--- config.mk ---
export PLATFORM = sky130hd
export DESIGN_NAME = rtc_relay
export DESIGN_NICKNAME = d
export VERILOG_FILES = /design/src/rtc_pkg.sv /design/src/rtc_relay.sv
export SDC_FILE = /design/constraint.sdc
export NUM_CORES = 1
export LEC_CHECK = 0
export CORE_MARGIN = 3
export CORE_UTILIZATION = 53
export DETAILED_ROUTE_END_ITERATION = 10
export DONT_BUFFER_PORTS = 1
export PLACE_DENSITY = 0.79
export SYNTH_ARGS = -nofsm -noshare
export SYNTH_HDL_FRONTEND = slang
export SYNTH_SLANG_ARGS = --single-unit
--- constraint.sdc ---
create_clock -name ref_clk -period 6.3 [get_ports ref_clk]
set_clock_uncertainty 0.05 [all_clocks]
set_input_delay 1.89 -clock ref_clk [delete_from_list [all_inputs] [get_ports ref_clk]]
set_output_delay 1.89 -clock ref_clk [all_outputs]
set_load 0.02 [all_outputs]
--- src/rtc_pkg.sv ---
// holds constants and types for the relay threshold control
// assumes one 125 MHz clock and a plain register port from software
package rtc_pkg;

  localparam int unsigned CLK_HZ        = 125_000_000;
  localparam int unsigned TENTH_SEC_NS  = 100_000_000;
  localparam int unsigned CLK_NS        = 8;
  localparam int unsigned TENTH_CYCLES  = TENTH_SEC_NS / CLK_NS;
  localparam int unsigned MIN_PER_SEC   = 60;
  localparam int unsigned DLY_MAX       = 999;
  localparam int unsigned VAL_W         = 16;
  localparam int unsigned DLY_W         = 10;
  localparam int unsigned TMO_W         = 16;

  localparam logic [3:0] A_MEAS   = 4'h0;
  localparam logic [3:0] A_THR1   = 4'h1;
  localparam logic [3:0] A_THR2   = 4'h2;
  localparam logic [3:0] A_HYSTERESIS_WIDTH   = 4'h3;
  localparam logic [3:0] A_CTRL   = 4'h4;
  localparam logic [3:0] A_TON    = 4'h5;
  localparam logic [3:0] A_TURN_OFF_DELAY   = 4'h6;
  localparam logic [3:0] A_TMO    = 4'h7;
  localparam logic [3:0] A_BUSCMD = 4'h8;
  localparam logic [3:0] A_STAT   = 4'h9;
  localparam logic [3:0] A_IRQ_ST = 4'ha;
  localparam logic [3:0] A_IRQ_EN = 4'hb;
  localparam logic [3:0] A_IRQ_CL = 4'hc;

  // control register field positions
  localparam int unsigned F_MODE_LO  = 0;
  localparam int unsigned F_FAULT_LO = 3;
  localparam int unsigned F_UNIT_MIN = 5;
  localparam int unsigned F_RANGE_OK = 6;

  localparam logic [2:0] M_DIS = 3'h0;
  localparam logic [2:0] M_ON  = 3'h1;
  localparam logic [2:0] M_OFF = 3'h2;
  localparam logic [2:0] M_IN  = 3'h3;
  localparam logic [2:0] M_OUT = 3'h4;
  localparam logic [2:0] M_BUS = 3'h5;

  localparam logic [1:0] FR_HOLD = 2'h0;
  localparam logic [1:0] FR_ON   = 2'h1;
  localparam logic [1:0] FR_OFF  = 2'h2;

  localparam int unsigned IRQ_W  = 3;
  localparam int unsigned I_ON   = 0;
  localparam int unsigned I_OFF  = 1;
  localparam int unsigned I_CRIT = 2;

  typedef struct packed {
    logic [3:0]  addr;
    logic [31:0] wdata;
    logic        wr;
    logic        rd;
  } rtc_bus_req_t;

  typedef struct packed {
    logic [2:0]  mode;
    logic [1:0]  fault;
    logic        unit_min;
  } rtc_cfg_t;

endpackage : rtc_pkg

--- src/rtc_relay.sv ---
// relay threshold decision, delays, fault reaction, register port, interrupt
// assumes the register port and bus-frame strobe come from ref_clk logic;
// the range-valid flag comes from a pin and is synchronised here
module rtc_relay (
  input  wire logic               ref_clk,
  input  wire logic               sys_rst,
  input  wire logic               clk_en,
  input  wire rtc_pkg::rtc_bus_req_t bus_req,
  output logic [31:0]             rd_data,
  input  wire logic               range_ok_pin,
  input  wire logic               link_rx,
  output logic                    relay_coil,
  output logic                    relay_led,
  output logic                    irq
);

  // ----------------------------------------------------------------
  // registers
  // ----------------------------------------------------------------
  logic signed [rtc_pkg::VAL_W-1:0] meas_ff;
  logic signed [rtc_pkg::VAL_W-1:0] first_threshold_ff;
  logic signed [rtc_pkg::VAL_W-1:0] second_threshold_ff;
  logic signed [rtc_pkg::VAL_W-1:0] hysteresis_width_ff;
  rtc_pkg::rtc_cfg_t                cfg_ff;
  logic [rtc_pkg::DLY_W-1:0]        turn_on_delay_ff;
  logic [rtc_pkg::DLY_W-1:0]        turn_off_delay_ff;
  logic [rtc_pkg::TMO_W-1:0]        link_silence_timeout_ff;
  logic                             bus_cmd_ff;
  logic [rtc_pkg::IRQ_W-1:0]        irq_st_ff;
  logic [rtc_pkg::IRQ_W-1:0]        irq_en_ff;
  logic [1:0]                       rng_sync_ff;
  logic                             crit_ff;

  wire logic wr = clk_en & bus_req.wr;
  wire logic rd = clk_en & bus_req.rd;

  always_ff @(posedge ref_clk) begin
    if (sys_rst) begin
      // in-range idle level, so no false critical edge follows reset
      rng_sync_ff <= '1;
    end else if (clk_en) begin
      rng_sync_ff <= {rng_sync_ff[0], range_ok_pin};
    end
  end

  always_ff @(posedge ref_clk) begin
    if (sys_rst) begin
      meas_ff                 <= '0;
      first_threshold_ff      <= '0;
      second_threshold_ff     <= '0;
      hysteresis_width_ff     <= '0;
      cfg_ff                  <= '{mode: rtc_pkg::M_DIS,
                                   fault: rtc_pkg::FR_HOLD,
                                   unit_min: 1'b0};
      turn_on_delay_ff        <= '0;
      turn_off_delay_ff       <= '0;
      link_silence_timeout_ff <= '0;
    end else if (wr) begin
      unique case (bus_req.addr)
        rtc_pkg::A_MEAS:
          meas_ff <= bus_req.wdata[rtc_pkg::VAL_W-1:0];
        rtc_pkg::A_THR1:
          first_threshold_ff <= bus_req.wdata[rtc_pkg::VAL_W-1:0];
        rtc_pkg::A_THR2:
          second_threshold_ff <= bus_req.wdata[rtc_pkg::VAL_W-1:0];
        rtc_pkg::A_HYSTERESIS_WIDTH:
          hysteresis_width_ff <= bus_req.wdata[rtc_pkg::VAL_W-1:0];
        rtc_pkg::A_CTRL: begin
          cfg_ff.mode     <= bus_req.wdata[rtc_pkg::F_MODE_LO +: 3];
          cfg_ff.fault    <= bus_req.wdata[rtc_pkg::F_FAULT_LO +: 2];
          cfg_ff.unit_min <= bus_req.wdata[rtc_pkg::F_UNIT_MIN];
        end
        rtc_pkg::A_TON:
          turn_on_delay_ff <= clamp_dly(bus_req.wdata[rtc_pkg::DLY_W-1:0]);
        rtc_pkg::A_TURN_OFF_DELAY:
          turn_off_delay_ff <= clamp_dly(bus_req.wdata[rtc_pkg::DLY_W-1:0]);
        rtc_pkg::A_TMO:
          link_silence_timeout_ff <= bus_req.wdata[rtc_pkg::TMO_W-1:0];
        default: ;
      endcase
    end
  end

  function automatic logic [rtc_pkg::DLY_W-1:0] clamp_dly(
    input logic [rtc_pkg::DLY_W-1:0] v
  );
    if (v > rtc_pkg::DLY_W'(rtc_pkg::DLY_MAX)) begin
      return rtc_pkg::DLY_W'(rtc_pkg::DLY_MAX);
    end
    return v;
  endfunction

  // bus commanded state is volatile: reset clears it
  always_ff @(posedge ref_clk) begin
    if (sys_rst) begin
      bus_cmd_ff <= 1'b0;
    end else if (wr && bus_req.addr == rtc_pkg::A_BUSCMD) begin
      bus_cmd_ff <= bus_req.wdata[0];
    end
  end

  // ----------------------------------------------------------------
  // zone decision
  // ----------------------------------------------------------------
  logic signed [rtc_pkg::VAL_W:0] lo_thr;
  logic signed [rtc_pkg::VAL_W:0] hi_thr;
  logic signed [rtc_pkg::VAL_W:0] t1_x;
  logic signed [rtc_pkg::VAL_W:0] m_x;
  logic signed [rtc_pkg::VAL_W:0] h_x;
  logic                           want_on;
  logic                           want_off;

  // widen by one sign bit so threshold plus hysteresis cannot wrap
  function automatic logic signed [rtc_pkg::VAL_W:0] sx(
    input logic signed [rtc_pkg::VAL_W-1:0] v
  );
    return {v[rtc_pkg::VAL_W-1], v};
  endfunction

  always_comb begin
    m_x  = sx(meas_ff);
    h_x  = sx(hysteresis_width_ff);
    t1_x = sx(first_threshold_ff);
    if (first_threshold_ff < second_threshold_ff) begin
      lo_thr = t1_x;
      hi_thr = sx(second_threshold_ff);
    end else begin
      lo_thr = sx(second_threshold_ff);
      hi_thr = t1_x;
    end
    want_on  = 1'b0;
    want_off = 1'b0;
    unique case (cfg_ff.mode)
      rtc_pkg::M_ON: begin
        want_on  = m_x > t1_x + h_x;
        want_off = m_x < t1_x - h_x;
      end
      rtc_pkg::M_OFF: begin
        want_off = m_x > t1_x + h_x;
        want_on  = m_x < t1_x - h_x;
      end
      rtc_pkg::M_IN: begin
        want_on  = (m_x > lo_thr + h_x) && (m_x < hi_thr - h_x);
        want_off = (m_x < lo_thr - h_x) || (m_x > hi_thr + h_x);
      end
      rtc_pkg::M_OUT: begin
        want_on  = (m_x > hi_thr + h_x) || (m_x < lo_thr - h_x);
        want_off = (m_x > lo_thr + h_x) && (m_x < hi_thr - h_x);
      end
      default: begin
        want_on  = 1'b0;
        want_off = 1'b0;
      end
    endcase
  end

  // ----------------------------------------------------------------
  // time base: tenths of the chosen unit
  // ----------------------------------------------------------------
  logic [23:0] pre_ff;
  logic [5:0]  sec_ff;
  logic        tick_ff;
  wire logic   pre_end = pre_ff == 24'(rtc_pkg::TENTH_CYCLES - 1);

  always_ff @(posedge ref_clk) begin
    if (sys_rst) begin
      pre_ff  <= '0;
      sec_ff  <= '0;
      tick_ff <= 1'b0;
    end else if (clk_en) begin
      pre_ff  <= pre_end ? 24'h0 : pre_ff + 24'h1;
      tick_ff <= 1'b0;
      if (pre_end) begin
        // minute mode ticks once per sixty tenths, a tenth of a minute
        if (!cfg_ff.unit_min) begin
          tick_ff <= 1'b1;
        end else if (sec_ff == 6'(rtc_pkg::MIN_PER_SEC - 1)) begin
          sec_ff  <= 6'h0;
          tick_ff <= 1'b1;
        end else begin
          sec_ff <= sec_ff + 6'h1;
        end
      end
    end
  end

  // ----------------------------------------------------------------
  // link silence watchdog, counts tenths of a second with no frames
  // ----------------------------------------------------------------
  logic [rtc_pkg::TMO_W-1:0] sil_ff;
  logic                      sil_crit;
  assign sil_crit = sil_ff > link_silence_timeout_ff;

  always_ff @(posedge ref_clk) begin
    if (sys_rst) begin
      sil_ff <= '0;
    end else if (clk_en) begin
      if (link_rx) begin
        sil_ff <= '0;
      // stops once critical so the count cannot wrap back to quiet
      end else if (pre_end && !sil_crit) begin
        sil_ff <= sil_ff + 16'h1;
      end
    end
  end

  logic crit_now;
  always_comb begin
    if (cfg_ff.mode == rtc_pkg::M_BUS) begin
      crit_now = sil_crit;
    end else if (cfg_ff.mode == rtc_pkg::M_DIS) begin
      // range loss still counts here so a force-on reaction can act
      crit_now = !rng_sync_ff[1];
    end else begin
      crit_now = !rng_sync_ff[1];
    end
  end

  // ----------------------------------------------------------------
  // delayed switching and fault reaction
  // ----------------------------------------------------------------
  logic [rtc_pkg::DLY_W-1:0] dly_ff;

  always_ff @(posedge ref_clk) begin
    if (sys_rst) begin
      relay_coil <= 1'b0;
      relay_led  <= 1'b0;
      dly_ff     <= '0;
      crit_ff    <= 1'b0;
    end else if (clk_en) begin
      crit_ff <= crit_now;
      if (crit_now && cfg_ff.fault == rtc_pkg::FR_ON) begin
        relay_coil <= 1'b1;
        relay_led  <= 1'b1;
        dly_ff     <= '0;
      end else if (crit_now && cfg_ff.fault == rtc_pkg::FR_OFF) begin
        relay_coil <= 1'b0;
        relay_led  <= 1'b0;
        dly_ff     <= '0;
      end else if (crit_now) begin
        dly_ff <= '0;
      end else if (cfg_ff.mode == rtc_pkg::M_DIS) begin
        relay_coil <= 1'b0;
        relay_led  <= 1'b0;
        dly_ff     <= '0;
      end else if (cfg_ff.mode == rtc_pkg::M_BUS) begin
        relay_coil <= bus_cmd_ff;
        relay_led  <= bus_cmd_ff;
        dly_ff     <= '0;
      end else if (!relay_coil && want_on) begin
        if (dly_ff >= turn_on_delay_ff) begin
          relay_coil <= 1'b1;
          relay_led  <= 1'b1;
          dly_ff     <= '0;
        end else if (tick_ff) begin
          dly_ff <= dly_ff + 10'h1;
        end
      end else if (relay_coil && want_off) begin
        if (dly_ff >= turn_off_delay_ff) begin
          relay_coil <= 1'b0;
          relay_led  <= 1'b0;
          dly_ff     <= '0;
        end else if (tick_ff) begin
          dly_ff <= dly_ff + 10'h1;
        end
      end else begin
        dly_ff <= '0;
      end
    end
  end

  // ----------------------------------------------------------------
  // interrupts: set wins over clear
  // ----------------------------------------------------------------
  logic [rtc_pkg::IRQ_W-1:0] ev;
  logic                      coil_d_ff;

  always_ff @(posedge ref_clk) begin
    if (sys_rst) begin
      coil_d_ff <= 1'b0;
    end else if (clk_en) begin
      coil_d_ff <= relay_coil;
    end
  end

  always_comb begin
    ev = '0;
    ev[rtc_pkg::I_ON]   = relay_coil & ~coil_d_ff;
    ev[rtc_pkg::I_OFF]  = ~relay_coil & coil_d_ff;
    ev[rtc_pkg::I_CRIT] = crit_now & ~crit_ff;
  end

  always_ff @(posedge ref_clk) begin
    if (sys_rst) begin
      irq_st_ff <= '0;
      irq_en_ff <= '0;
      irq       <= 1'b0;
    end else if (clk_en) begin
      if (wr && bus_req.addr == rtc_pkg::A_IRQ_EN) begin
        irq_en_ff <= bus_req.wdata[rtc_pkg::IRQ_W-1:0];
      end
      // an event in the clearing cycle stays set
      if (wr && bus_req.addr == rtc_pkg::A_IRQ_CL) begin
        irq_st_ff <= (irq_st_ff & ~bus_req.wdata[rtc_pkg::IRQ_W-1:0]) | ev;
      end else begin
        irq_st_ff <= irq_st_ff | ev;
      end
      irq <= |(irq_st_ff & irq_en_ff);
    end
  end

  // ----------------------------------------------------------------
  // read port
  // ----------------------------------------------------------------
  always_ff @(posedge ref_clk) begin
    if (sys_rst) begin
      rd_data <= '0;
    end else if (clk_en) begin
      // read data stand for one cycle only
      rd_data <= '0;
      if (rd) begin
        unique case (bus_req.addr)
          rtc_pkg::A_MEAS:   rd_data <= 32'(meas_ff);
          rtc_pkg::A_THR1:   rd_data <= 32'(first_threshold_ff);
          rtc_pkg::A_THR2:   rd_data <= 32'(second_threshold_ff);
          rtc_pkg::A_HYSTERESIS_WIDTH:   rd_data <= 32'(hysteresis_width_ff);
          rtc_pkg::A_CTRL:   rd_data <= 32'({cfg_ff.unit_min, cfg_ff.fault,
                                             cfg_ff.mode});
          rtc_pkg::A_TON:    rd_data <= 32'(turn_on_delay_ff);
          rtc_pkg::A_TURN_OFF_DELAY:   rd_data <= 32'(turn_off_delay_ff);
          rtc_pkg::A_TMO:    rd_data <= 32'(link_silence_timeout_ff);
          rtc_pkg::A_BUSCMD: rd_data <= 32'(bus_cmd_ff);
          rtc_pkg::A_STAT:   rd_data <= 32'({crit_now, rng_sync_ff[1],
                                             relay_coil});
          rtc_pkg::A_IRQ_ST: rd_data <= 32'(irq_st_ff);
          rtc_pkg::A_IRQ_EN: rd_data <= 32'(irq_en_ff);
          default:           rd_data <= 32'h0;
        endcase
      end
    end
  end

endmodule // rtc_relay

; Yosys cells after proc, flatten, opt, wreduce, memory -nomap -nowiden
; Index checks and enable logic that the tools add are counted.
[op_classes]
addsub = 10
order_cmp = 11
n_eq_ne = 23
n_mux = 44
bitwise = 13
n_reduce_logical = 31
[op_table]
columns = op, count
row1 = $pmux 32 s12, 1
row2 = $mux 10, 13
row3 = $gt 16x17->1, 3
row4 = $lt 16x17->1, 3
row5 = $add 17x16->17, 2
row6 = $mux 17, 2
row7 = $sub 17x16->17, 2
row8 = $mux 16, 2
row9 = $mux 32, 1
row10 = $add 24x1->24 const B, 1
row11 = $eq 24x24->1 const B, 1
row12 = $mux 24, 1
row13 = $eq 4x4->1 const B, 5
row14 = $ge 10x10->1, 2
row15 = $mux 1, 20
row16 = $reduce_and 2->1, 10
row17 = $add 16x16->17, 1
row18 = $sub 16x16->17, 1
row19 = $add 16x1->16 const B, 1
row20 = $eq 4x3->1 const B, 4
row21 = $gt 16x16->1, 1
row22 = $lt 16x16->1, 1
row23 = $reduce_bool 6->1, 2
row24 = $add 10x1->10 const B, 1
row25 = 29 further kinds, 51
[totals]
regBits = 208
out_inout_bits = 35
elab_cells = 156

; Depth between registers and ports, before layout
; Gate-level depths: netlist (run 1).
[depth]
ltp_word = 14
ltp_mapped = 38
ltp_nobuf = 35

; Least setup slack after synthesis (run 1)
; No wires, ideal clock.
[synth_timing]
path_kind = register to register
start = register first_threshold_ff[1] (netlist name)
end = register dly_ff[0] (netlist name)
arrival_ns = 6.769
required_time_ns = 6.192
slack_ns = -0.577
stages_incl_launch_ff = 38
path_buffers = 3
synth_period_minus_slack_ns = 6.877
cell_sequence = dfxtp_1 -> ha_1 -> a21o_1 -> a21o_1 -> a21o_1 -> a21o_1 -> a21o_1 -> a21o_1 -> a21oi_1 -> buf_2 -> buf_4 -> mux2i_1 -> nand2_1 -> ha_1 -> inv_1 -> fa_1 -> o21bai_1 -> a21oi_1 -> [... 2 more ...] -> o21bai_1 -> a2111oi_2 -> o21bai_1 -> a21oi_1 -> o31ai_1 -> a221o_1 -> ha_1 -> nand4_1 -> or2_2 -> a211oi_1 -> nor3_1 -> nor3_1 -> nand3_1 -> and3_1 -> a2bb2oi_2 -> buf_4 -> o211ai_1 -> o21a_1
[synth_between]
elab_chain_len = 14
[synth_lines]
columns = element, line
row1 = start: declaration, rtc_relay.sv:21  ; logic signed [rtc_pkg::VAL_W-1:0] first_threshold_ff;
row2 = start signal: assignment, rtc_relay.sv:63  ; first_threshold_ff <= bus_req.wdata[rtc_pkg::VAL_W-1:0];
row3 = $lt 16x16->1, rtc_relay.sv:124  ; if (first_threshold_ff < second_threshold_ff) begin
row4 = $mux 17, rtc_relay.sv:124
row5 = $add 17x16->17 (tied with other cells), "rtc_relay.sv:143, rtc_relay.sv:148"
row6 = $gt 16x17->1 (tied with other cells), "rtc_relay.sv:143, rtc_relay.sv:148"
row7 = $logic_and 1x1->1 / $logic_or 1x1->1 (equally long branches), n/a
row8 = $pmux 1 s4, rtc_relay.sv:133  ; unique case (cfg_ff.mode)
row9 = $logic_and 1x1->1, rtc_relay.sv:258  ; end else if (relay_coil && want_off) begin
row10 = $mux 10, rtc_relay.sv:258
row11 = $mux 10 *, rtc_relay.sv:250  ; end else if (!relay_coil && want_on) begin
row12 = $mux 10 *, rtc_relay.sv:246  ; end else if (cfg_ff.mode == rtc_pkg::M_BUS) begin
row13 = $mux 10 *, rtc_relay.sv:242  ; end else if (cfg_ff.mode == rtc_pkg::M_DIS) begin
row14 = $mux 10 *, rtc_relay.sv:240  ; end else if (crit_now) begin
row15 = $mux 10 *, rtc_relay.sv:236  ; end else if (crit_now && cfg_ff.fault == rtc_pkg::FR_OFF) begin
row16 = $mux 10 *, rtc_relay.sv:232  ; if (crit_now && cfg_ff.fault == rtc_pkg::FR_ON) begin
row17 = end signal: assignment, rtc_relay.sv:256  ; dly_ff <= dly_ff + 10'h1;
row18 = end signal: assignment, rtc_relay.sv:264  ; dly_ff <= dly_ff + 10'h1;
row19 = end: declaration, rtc_relay.sv:222  ; logic [rtc_pkg::DLY_W-1:0] dly_ff;
; Mark *: on every way between the ends. The rest lies on a longest branch, timed or not.
; A chain may end at the register's enable or synchronous reset.

; Worst setup path in the final report (run 1)
[layout_timing]
start = register second_threshold_ff[1] (netlist name)
end = register dly_ff[1] (netlist name)
[layout_between]
elab_chain_len = 14
[layout_lines]
columns = element, line
row1 = start: declaration, rtc_relay.sv:22  ; logic signed [rtc_pkg::VAL_W-1:0] second_threshold_ff;
row2 = start signal: assignment, rtc_relay.sv:65  ; second_threshold_ff <= bus_req.wdata[rtc_pkg::VAL_W-1:0];
row3 = $lt 16x16->1, rtc_relay.sv:124
row4 = $mux 17, rtc_relay.sv:124
row5 = $add 17x16->17 (tied with other cells), "rtc_relay.sv:143, rtc_relay.sv:148"
row6 = $gt 16x17->1 (tied with other cells), "rtc_relay.sv:143, rtc_relay.sv:148"
row7 = $logic_and 1x1->1 / $logic_or 1x1->1 (equally long branches), n/a
row8 = $pmux 1 s4, rtc_relay.sv:133
row9 = $logic_and 1x1->1, rtc_relay.sv:258
row10 = $mux 10, rtc_relay.sv:258
row11 = $mux 10 *, rtc_relay.sv:250
row12 = $mux 10 *, rtc_relay.sv:246
row13 = $mux 10 *, rtc_relay.sv:242
row14 = $mux 10 *, rtc_relay.sv:240
row15 = $mux 10 *, rtc_relay.sv:236
row16 = $mux 10 *, rtc_relay.sv:232
; Marked as above.

==> results of run 1 <==
Yosys cell counts (8+ instances only):
library cell / n / area, um2
o31ai_1: 9 / 67.6
nor2b_1: 31 / 194
nand2_1: 322 / 1210
inv_1: 141 / 529
nor3b_1: 20 / 150
xor2_1: 35 / 307
dfxtp_1: 193 / 3860
nor3_1: 111 / 556
o21ai_1: 11 / 55.1
a22oi_1: 32 / 240
a222oi_1: 13 / 130
o21bai_1: 24 / 180
or3_1: 54 / 338
ha_1: 250 / 3130
clkbuf_1: 105 / 394
mux2i_1: 14 / 140
a21oi_1: 225 / 1130
a31oi_1: 12 / 75.1
o21ai_0: 78 / 390
a211oi_1: 27 / 203
o21a_1: 11 / 82.6
a21o_1: 35 / 263
nor2_1: 161 / 604
nand4_1: 53 / 332
o2111ai_1: 8 / 70.1
nand3b_1: 18 / 135
nand3_1: 84 / 420
a22o_1: 12 / 105
buf_4: 20 / 150
xnor2_1: 80 / 701
and3_1: 21 / 131
nand2b_1: 20 / 125
sequential cells by signal (all words and copies together), names as in the netlist:
register and count:
pre_ff 24, second_threshold_ff 16, dly_ff 10, irq 1
bus_cmd_ff 1, coil_d_ff 1, rd_data 17, irq_st_ff 3
irq_en_ff 3, link_silence_timeout_ff 16, turn_off_delay_ff 10, relay_led 1
turn_on_delay_ff 10, cfg_ff 6, hysteresis_width_ff 16, first_threshold_ff 16
tick_ff 1, sil_ff 16, meas_ff 16, rng_sync_ff 2
crit_ff 1, sec_ff 6
critical path, delay by kind of cell, from the launching register on:
| family | cells | cell delay (ps) |
|---|---|---|
| buffers and inverters | 7 | 970 |
| DFF | 1 | 340 |
| AOI/OAI and AO/OA | 18 | 3220 |
| adders and majority gates | 3 | 670 |
| and+or+nand+nor | 8 | 1570 |
layer usage:
| metal | vias up | wire [um] |
|---|---|---|
| met5 | - | 0 |
| met4 | 0 | 1580 |
| met3 | 116 | 4690 |
| met2 | 895 | 25600 |
| met1 | 8476 | 22400 |
| li1 | 8655 | - |
metrics by stage:
| stage | power [uW] | TNS, ps | setup slack [ps] | std cells |
|---|---|---|---|---|
| 3_5_place_dp | 1740 | -8770 | -833 | 2885 |
| 4_1_cts | 2840 | -5770 | -563 | 2929 |
| 5_1_grt | 2950 | -9800 | -921 | 2935 |
| 3_3_place_gp | 1720 | -6850 | -651 | 2885 |
| 6_report | 2870 | -6700 | -643 | 2935 |
| 2_1_floorplan | 1600 | -494 | -63.0 | 2357 |
power groups by stage:
stage | clock, uW | sequential, uW | combinational (uW)
2_1_floorplan | 0 | 1270 | 331
3_3_place_gp | 0 | 1270 | 457
3_5_place_dp | 0 | 1270 | 469
4_1_cts | 1110 | 1240 | 491
5_1_grt | 1150 | 1240 | 554
6_report | 1110 | 1240 | 515
cells by family (layout without fill, tap and decap cells):
kind of cell,Yosys count,count (layout),synth area share (%)
muxes,17,17,1.05
buffers and inverters,276,412,6.45
adders and majority gates,256,256,18.5
xor gates and xnor gates,115,115,5.73
AOI/OAI and AO/OA,575,575,21.2
DFF,193,193,22.0
and+or+nand+nor,925,925,25.2
layout make-up:
cell class / instances / area [um2]
Timing Repair Buffer: 239 / 1890
Inverter: 141 / 529
Fill cell: 2680 / 11900
Clock inverter: 12 / 144
Clock buffer: 20 / 457
Multi-Input combinational cell: 1888 / 13300
Sequential cell: 193 / 3870
Tap cell: 442 / 553
path summary, 6_finish.rpt:
path	end	startpoint	cells after the start
setup reg to reg	dly_ff[1]$_SDFFE_PP0P_	second_threshold_ff[1]$_SDFFE_PP0P_	36
hold / removal	link_silence_timeout_ff[15]$_SDFFE_PP0P_	link_silence_timeout_ff[15]$_SDFFE_PP0P_	2
setup / recovery	dly_ff[1]$_SDFFE_PP0P_	second_threshold_ff[1]$_SDFFE_PP0P_	36
hold reg to reg	link_silence_timeout_ff[15]$_SDFFE_PP0P_	link_silence_timeout_ff[15]$_SDFFE_PP0P_	2
timing repair:
action | CTS | global route
buffers inserted | 12 | 6
setup endpoints to repair | 11 | 11
resized for setup | 53 | 60
endpoints found under the hold margin | 0 | 0
pin swaps | 28 | 44
==> run_results.csv, run 1 <==
group,metric,value,unit
timing,drv_slew,0,
power_and_ir_drop,p_leak,0.00845,uW
yosys,syn_area_per_cell,7.46,um2
routing,ant_nets,0,
power_and_ir_drop,p_sw,801,uW
global_routing,gr-total-overflow,0,
timing,hold_ws,407,ps
power_and_ir_drop,pwr-share-seq,43.3,%
die,ioPinCount,78,
clocking,cts.sinks,193,
worst_hold_path,hold_path.class,"reg -> reg",
finish,layout_common_cells,"320 x nand2_1, 238 x ha_1, 224 x buf_4",
yosys,synth_nets,2656,
timing,fin_crit,6940,ps
finish,post-route-util,63.5,%
job,cap_violations,0,
yosys,ys_types,84,
worst_setup_path,crit_path_start_kind,"flop",
die,die_area,0.0354,mm2
global_routing,met2_usage,49.7,%
clocking,numCtsBuffers,17,
power_and_ir_drop,p_clk_share,38.7,%
timing,hold_viol_final,0,
global_routing,gr-usage-met1,38.0,%
global_routing,grt_pass1_vias,17200,
global_routing,antenna_found_initial,0,
die,core,0.0326,mm2
clocking,cts.clk_slew.worst_paths,70,ps
finish,nNetsFinal,2779,
clocking,cts_root_buffer,"clkbuf_16",
die,die_w,188,um
worst_setup_path,crit_top_cell,"a21o_1",
place,routabilityCongestion,0.939,
timing,min_period_over_period,110,%
finish,areaGrowthSynthToFinish,17.8,%
clocking,clock_path_buffers,2,
routing,dr_total_vias,18100,
power_and_ir_drop,p_sw_share,28.0,%
timing,fmax,144,MHz
power_and_ir_drop,combPwrFrac,18.0,%
finish,antenna_cells,0,
global_routing,top_usage_layer,"met2",
die,die_h,188,um
yosys,synth_edf_count,0,
yosys,ys_seq_area_share,22.0,%
finish,layout-drive-gt1-share,16.1,%
place,hpwl,41700,um
yosys,netlist_area,0.0176,mm2
clocking,cts_tree,"built",
status,outcome,"finished, violations left",
global_routing,grt_usage,29.2,%
finish,layout_commonest_cell,"nand2_1",
timing,grt_setup_unrepaired,"yes",
finish,fin_area,0.0207,mm2
power_and_ir_drop,cell_internal_pwr,2060,uW
timing,worst_slew_pin_slew,1290,ps
die,start_util,53.9,%
clocking,clk_latency,440,ps
worst_setup_path,max_stage_delay,480,ps
worst_setup_path,cp_slowest_cell,"o41a_1",
global_routing,grt_pass1_wl,85200,um
yosys,syn_inst,2357,
worst_setup_path,path_max_fanout,16,
timing,relSlewSlack,13.7,%
routing,wl_per_cell,18.5,um
yosys,synth-main-ff-cell,"dfxtp_1",
timing,layout_setup_ws,-643,ps
routing,drc,0,
worst_setup_path,r2r_setup_slack,-640,ps
clocking,h-tree-depth,4,
yosys,synth-seq-cells,193,
power_and_ir_drop,powerDensity,138,mW/mm2
die,std_cell_rows,66,
worst_setup_path,worstPathRequired,6590,ps
clocking,postCtsHoldBufs,0,
status,violations,"negative setup slack",
yosys,yosys_warnings,0,
yosys,async_flop_share,0,%
timing,setup_viol,11,
place,io_buffers,0,
power_and_ir_drop,irDropWorstVdd,0.215,mV
worst_setup_path,endpoint_kind,"flop",
place,dpl_cell_area,0.0194,mm2
global_routing,gr-usage-met3,3.65,%
routing,postRouteWirelength,54200,um
worst_setup_path,path_class,"reg -> reg",
routing,viasPerCell,6.18,
routing,firstDrtPassIters,7,
routing,drt_iter0_drc,2090,
worst_setup_path,arrival,7230,ps
global_routing,grt_max_degree,143,
(Power assumes the default switching activity.)
==> run 2, diff against run 1 <==
--- a/config.mk
+++ b/config.mk
@@ -9,7 +9,7 @@
 export CORE_UTILIZATION = 53
 export DETAILED_ROUTE_END_ITERATION = 10
 export DONT_BUFFER_PORTS = 1
-export PLACE_DENSITY = 0.79
+export PLACE_DENSITY = 0.71
 export SYNTH_ARGS = -nofsm -noshare
 export SYNTH_HDL_FRONTEND = slang
 export SYNTH_SLANG_ARGS = --single-unit
==> run_results.csv, run 2 (synthesized netlist as in run 1, its figures left out) <==
group,metric,value,unit
timing,worst_slew_pin_slew,1200,ps
place,hpwl,42800,um
finish,top_register,"pre_ff",
clocking,clock_path_buffers,2,
place,io_buffers,0,
status,outcome,"finished, violations left",
routing,postRouteWirelength,54500,um
global_routing,grt_max_degree,143,
die,core,0.0326,mm2
power_and_ir_drop,p_leak,0.00830,uW
clocking,numCtsBuffers,17,
power_and_ir_drop,powerDensity,136,mW/mm2
timing,drv_slew,0,
worst_setup_path,crit_top_cell,"a21o_1",
routing,viasPerCell,6.14,
clocking,h-tree-depth,4,
finish,nNetsFinal,2766,
die,std_cell_rows,66,
timing,relSlewSlack,19.4,%
routing,dr_total_vias,17900,
routing,wl_per_cell,18.6,um
finish,fin_area,0.0204,mm2
timing,hold_viol_final,0,
place,routabilityCongestion,0.968,
die,ioPinCount,78,
clocking,cts.clk_slew.worst_paths,70,ps
die,die_w,188,um
global_routing,antenna_found_initial,0,
timing,grt_setup_unrepaired,"yes",
worst_setup_path,crit_path_start_kind,"flop",
power_and_ir_drop,irDropWorstVdd,0.179,mV
timing,min_period_over_period,110,%
timing,layout_setup_ws,-651,ps
finish,largest_reg_flops,24,
worst_hold_path,holdPathEnd,"sec_ff[1]$_SDFFE_PP0P_",
worst_setup_path,r2r_setup_slack,-650,ps
timing,setup_viol,11,
routing,drt_iter0_drc,2128,
die,start_util,53.9,%
global_routing,grt_pass1_wl,87300,um
finish,final-instance-count-excl-fill,2922,
die,die_h,188,um
routing,ant_nets,0,
worst_setup_path,worstPathRequired,6590,ps
finish,layout_commonest_cell,"nand2_1",
clocking,cts.sinks,193,
place,placed_cells,2878,
worst_hold_path,hold_path.class,"reg -> reg",
worst_hold_path,whs_path_depth,2,
worst_hold_path,hp-start,"sec_ff[1]$_SDFFE_PP0P_",
worst_setup_path,max_stage_delay,450,ps
worst_setup_path,arrival,7240,ps
die,die_area,0.0354,mm2
worst_setup_path,path_max_fanout,6,
worst_setup_path,cp_slowest_cell,"o41a_1",
worst_setup_path,reg2reg_depth,36,
place,dpl_cell_area,0.0194,mm2
global_routing,grt_usage,30.0,%
finish,layout_common_cells,"321 x nand2_1, 244 x ha_1, 216 x a21oi_1",
status,violations,"negative setup slack",
finish,antenna_cells,0,
timing,setup_tns,-6780,ps
finish,reg_top3,"pre_ff x24, rd_data x17",
clocking,clk_latency,440,ps
clocking,cts_root_buffer,"clkbuf_16",
routing,drc,0,
clocking,cts_tree,"built",
worst_setup_path,r2r_end,"dly_ff[8]$_SDFFE_PP0P_",
job,cap_violations,0,
finish,layout-drive-gt1-share,14.3,%
timing,fmax,144,MHz
worst_setup_path,path_class,"reg -> reg",
global_routing,gr-total-overflow,0,
global_routing,grt_pass1_vias,17000,
timing,fin_crit,6950,ps
routing,firstDrtPassIters,9,
finish,n_fill_cell,2871,
worst_setup_path,endpoint_kind,"flop",
finish,areaGrowthSynthToFinish,15.7,%
worst_setup_path,reg2reg_from,"second_threshold_ff[1]$_SDFFE_PP0P_",
run 2: cell types whose count changed in the layout (fill, tap and decap cells not counted), moves of 4 or more:
cell,before,now
buf_4,224,212
a21oi_1,209,216
a21oi_2,14,7
nor3_1,98,105
ha_1,238,244
nor3_2,11,5
o21ai_1,17,11
nand3_1,76,81
o21ai_2,2,6
run 2: timing repair:
action                     in CTS  in global routing
buffers inserted               11                  1
pin swaps                      36                  9
gates resized for setup        50                 16
setup endpoints to repair      11                 11
hold buffers                    0                  0
run 2: power breakdown:
part           switching [uW]  internal (uW)  leakage [uW]
logic                     287            218       0.00648
registers                16.7           1230       0.00156
clock network             479            547      0.000262
run 2: worst max-delay path, delay by kind of cell (launching register included):
kind                     cells  cell delay, ps
AO/OA/AOI/OAI               20            3590
multiplexers                 1             230
flip-flops                   1             330
adder cells (fa/ha/maj)      3             700
AND/OR/NAND/NOR              7            1290
buffers and inverters        5             670
run 2: metrics by stage:
stage / utilization, % / total power (uW) / hold WS [ps] / setup slack (ps)
6_report: 62.4 / 2770 / 426 / -651
5_1_grt: 62.4 / 2880 / 446 / -952
4_1_cts: 62.1 / 2760 / 423 / -594
3_5_place_dp: 59.4 / 1740 / 410 / -776
3_3_place_gp: 59.4 / 1720 / 390 / -714
2_1_floorplan: - / 1600 / 386 / -63.0
run 2: worst max path at each step:
| stage | from | to | slack, ps | cells past startpoint |
|---|---|---|---|---|
| floorplan | first_threshold_ff[1]$_SDFFE_PP0P_ | dly_ff[9]$_SDFFE_PP0P_ | -60 | 37 |
| global placement | second_threshold_ff[1]$_SDFFE_PP0P_ | dly_ff[1]$_SDFFE_PP0P_ | -710 | 36 |
| detailed placement | second_threshold_ff[1]$_SDFFE_PP0P_ | dly_ff[1]$_SDFFE_PP0P_ | -780 | 37 |
| CTS | second_threshold_ff[1]$_SDFFE_PP0P_ | dly_ff[8]$_SDFFE_PP0P_ | -590 | 37 |
| global route | second_threshold_ff[1]$_SDFFE_PP0P_ | dly_ff[4]$_SDFFE_PP0P_ | -950 | 37 |
| finish | second_threshold_ff[1]$_SDFFE_PP0P_ | dly_ff[8]$_SDFFE_PP0P_ | -650 | 36 |
run 2: layer usage:
layer / global-route usage, % / wire length, um / vias to the layer above
li1: - / - / 8630
met1: 39.7 / 23200 / 8451
met2: 50.7 / 25500 / 740
met3: 3.89 / 4030 / 117
met4: 10.1 / 1760 / 0
met5: 0 / 0 / -
run 2: area by class of cell:
class	count	area (um2)	share of cell area, %
multi-input cells	1888	13100	64.2
flip-flops and latches	193	3870	19.0
repair buffers	226	1790	8.81
well taps	442	553	2.72
inverters	141	529	2.60
clock buffers	20	437	2.15
clock inverters	12	109	0.535
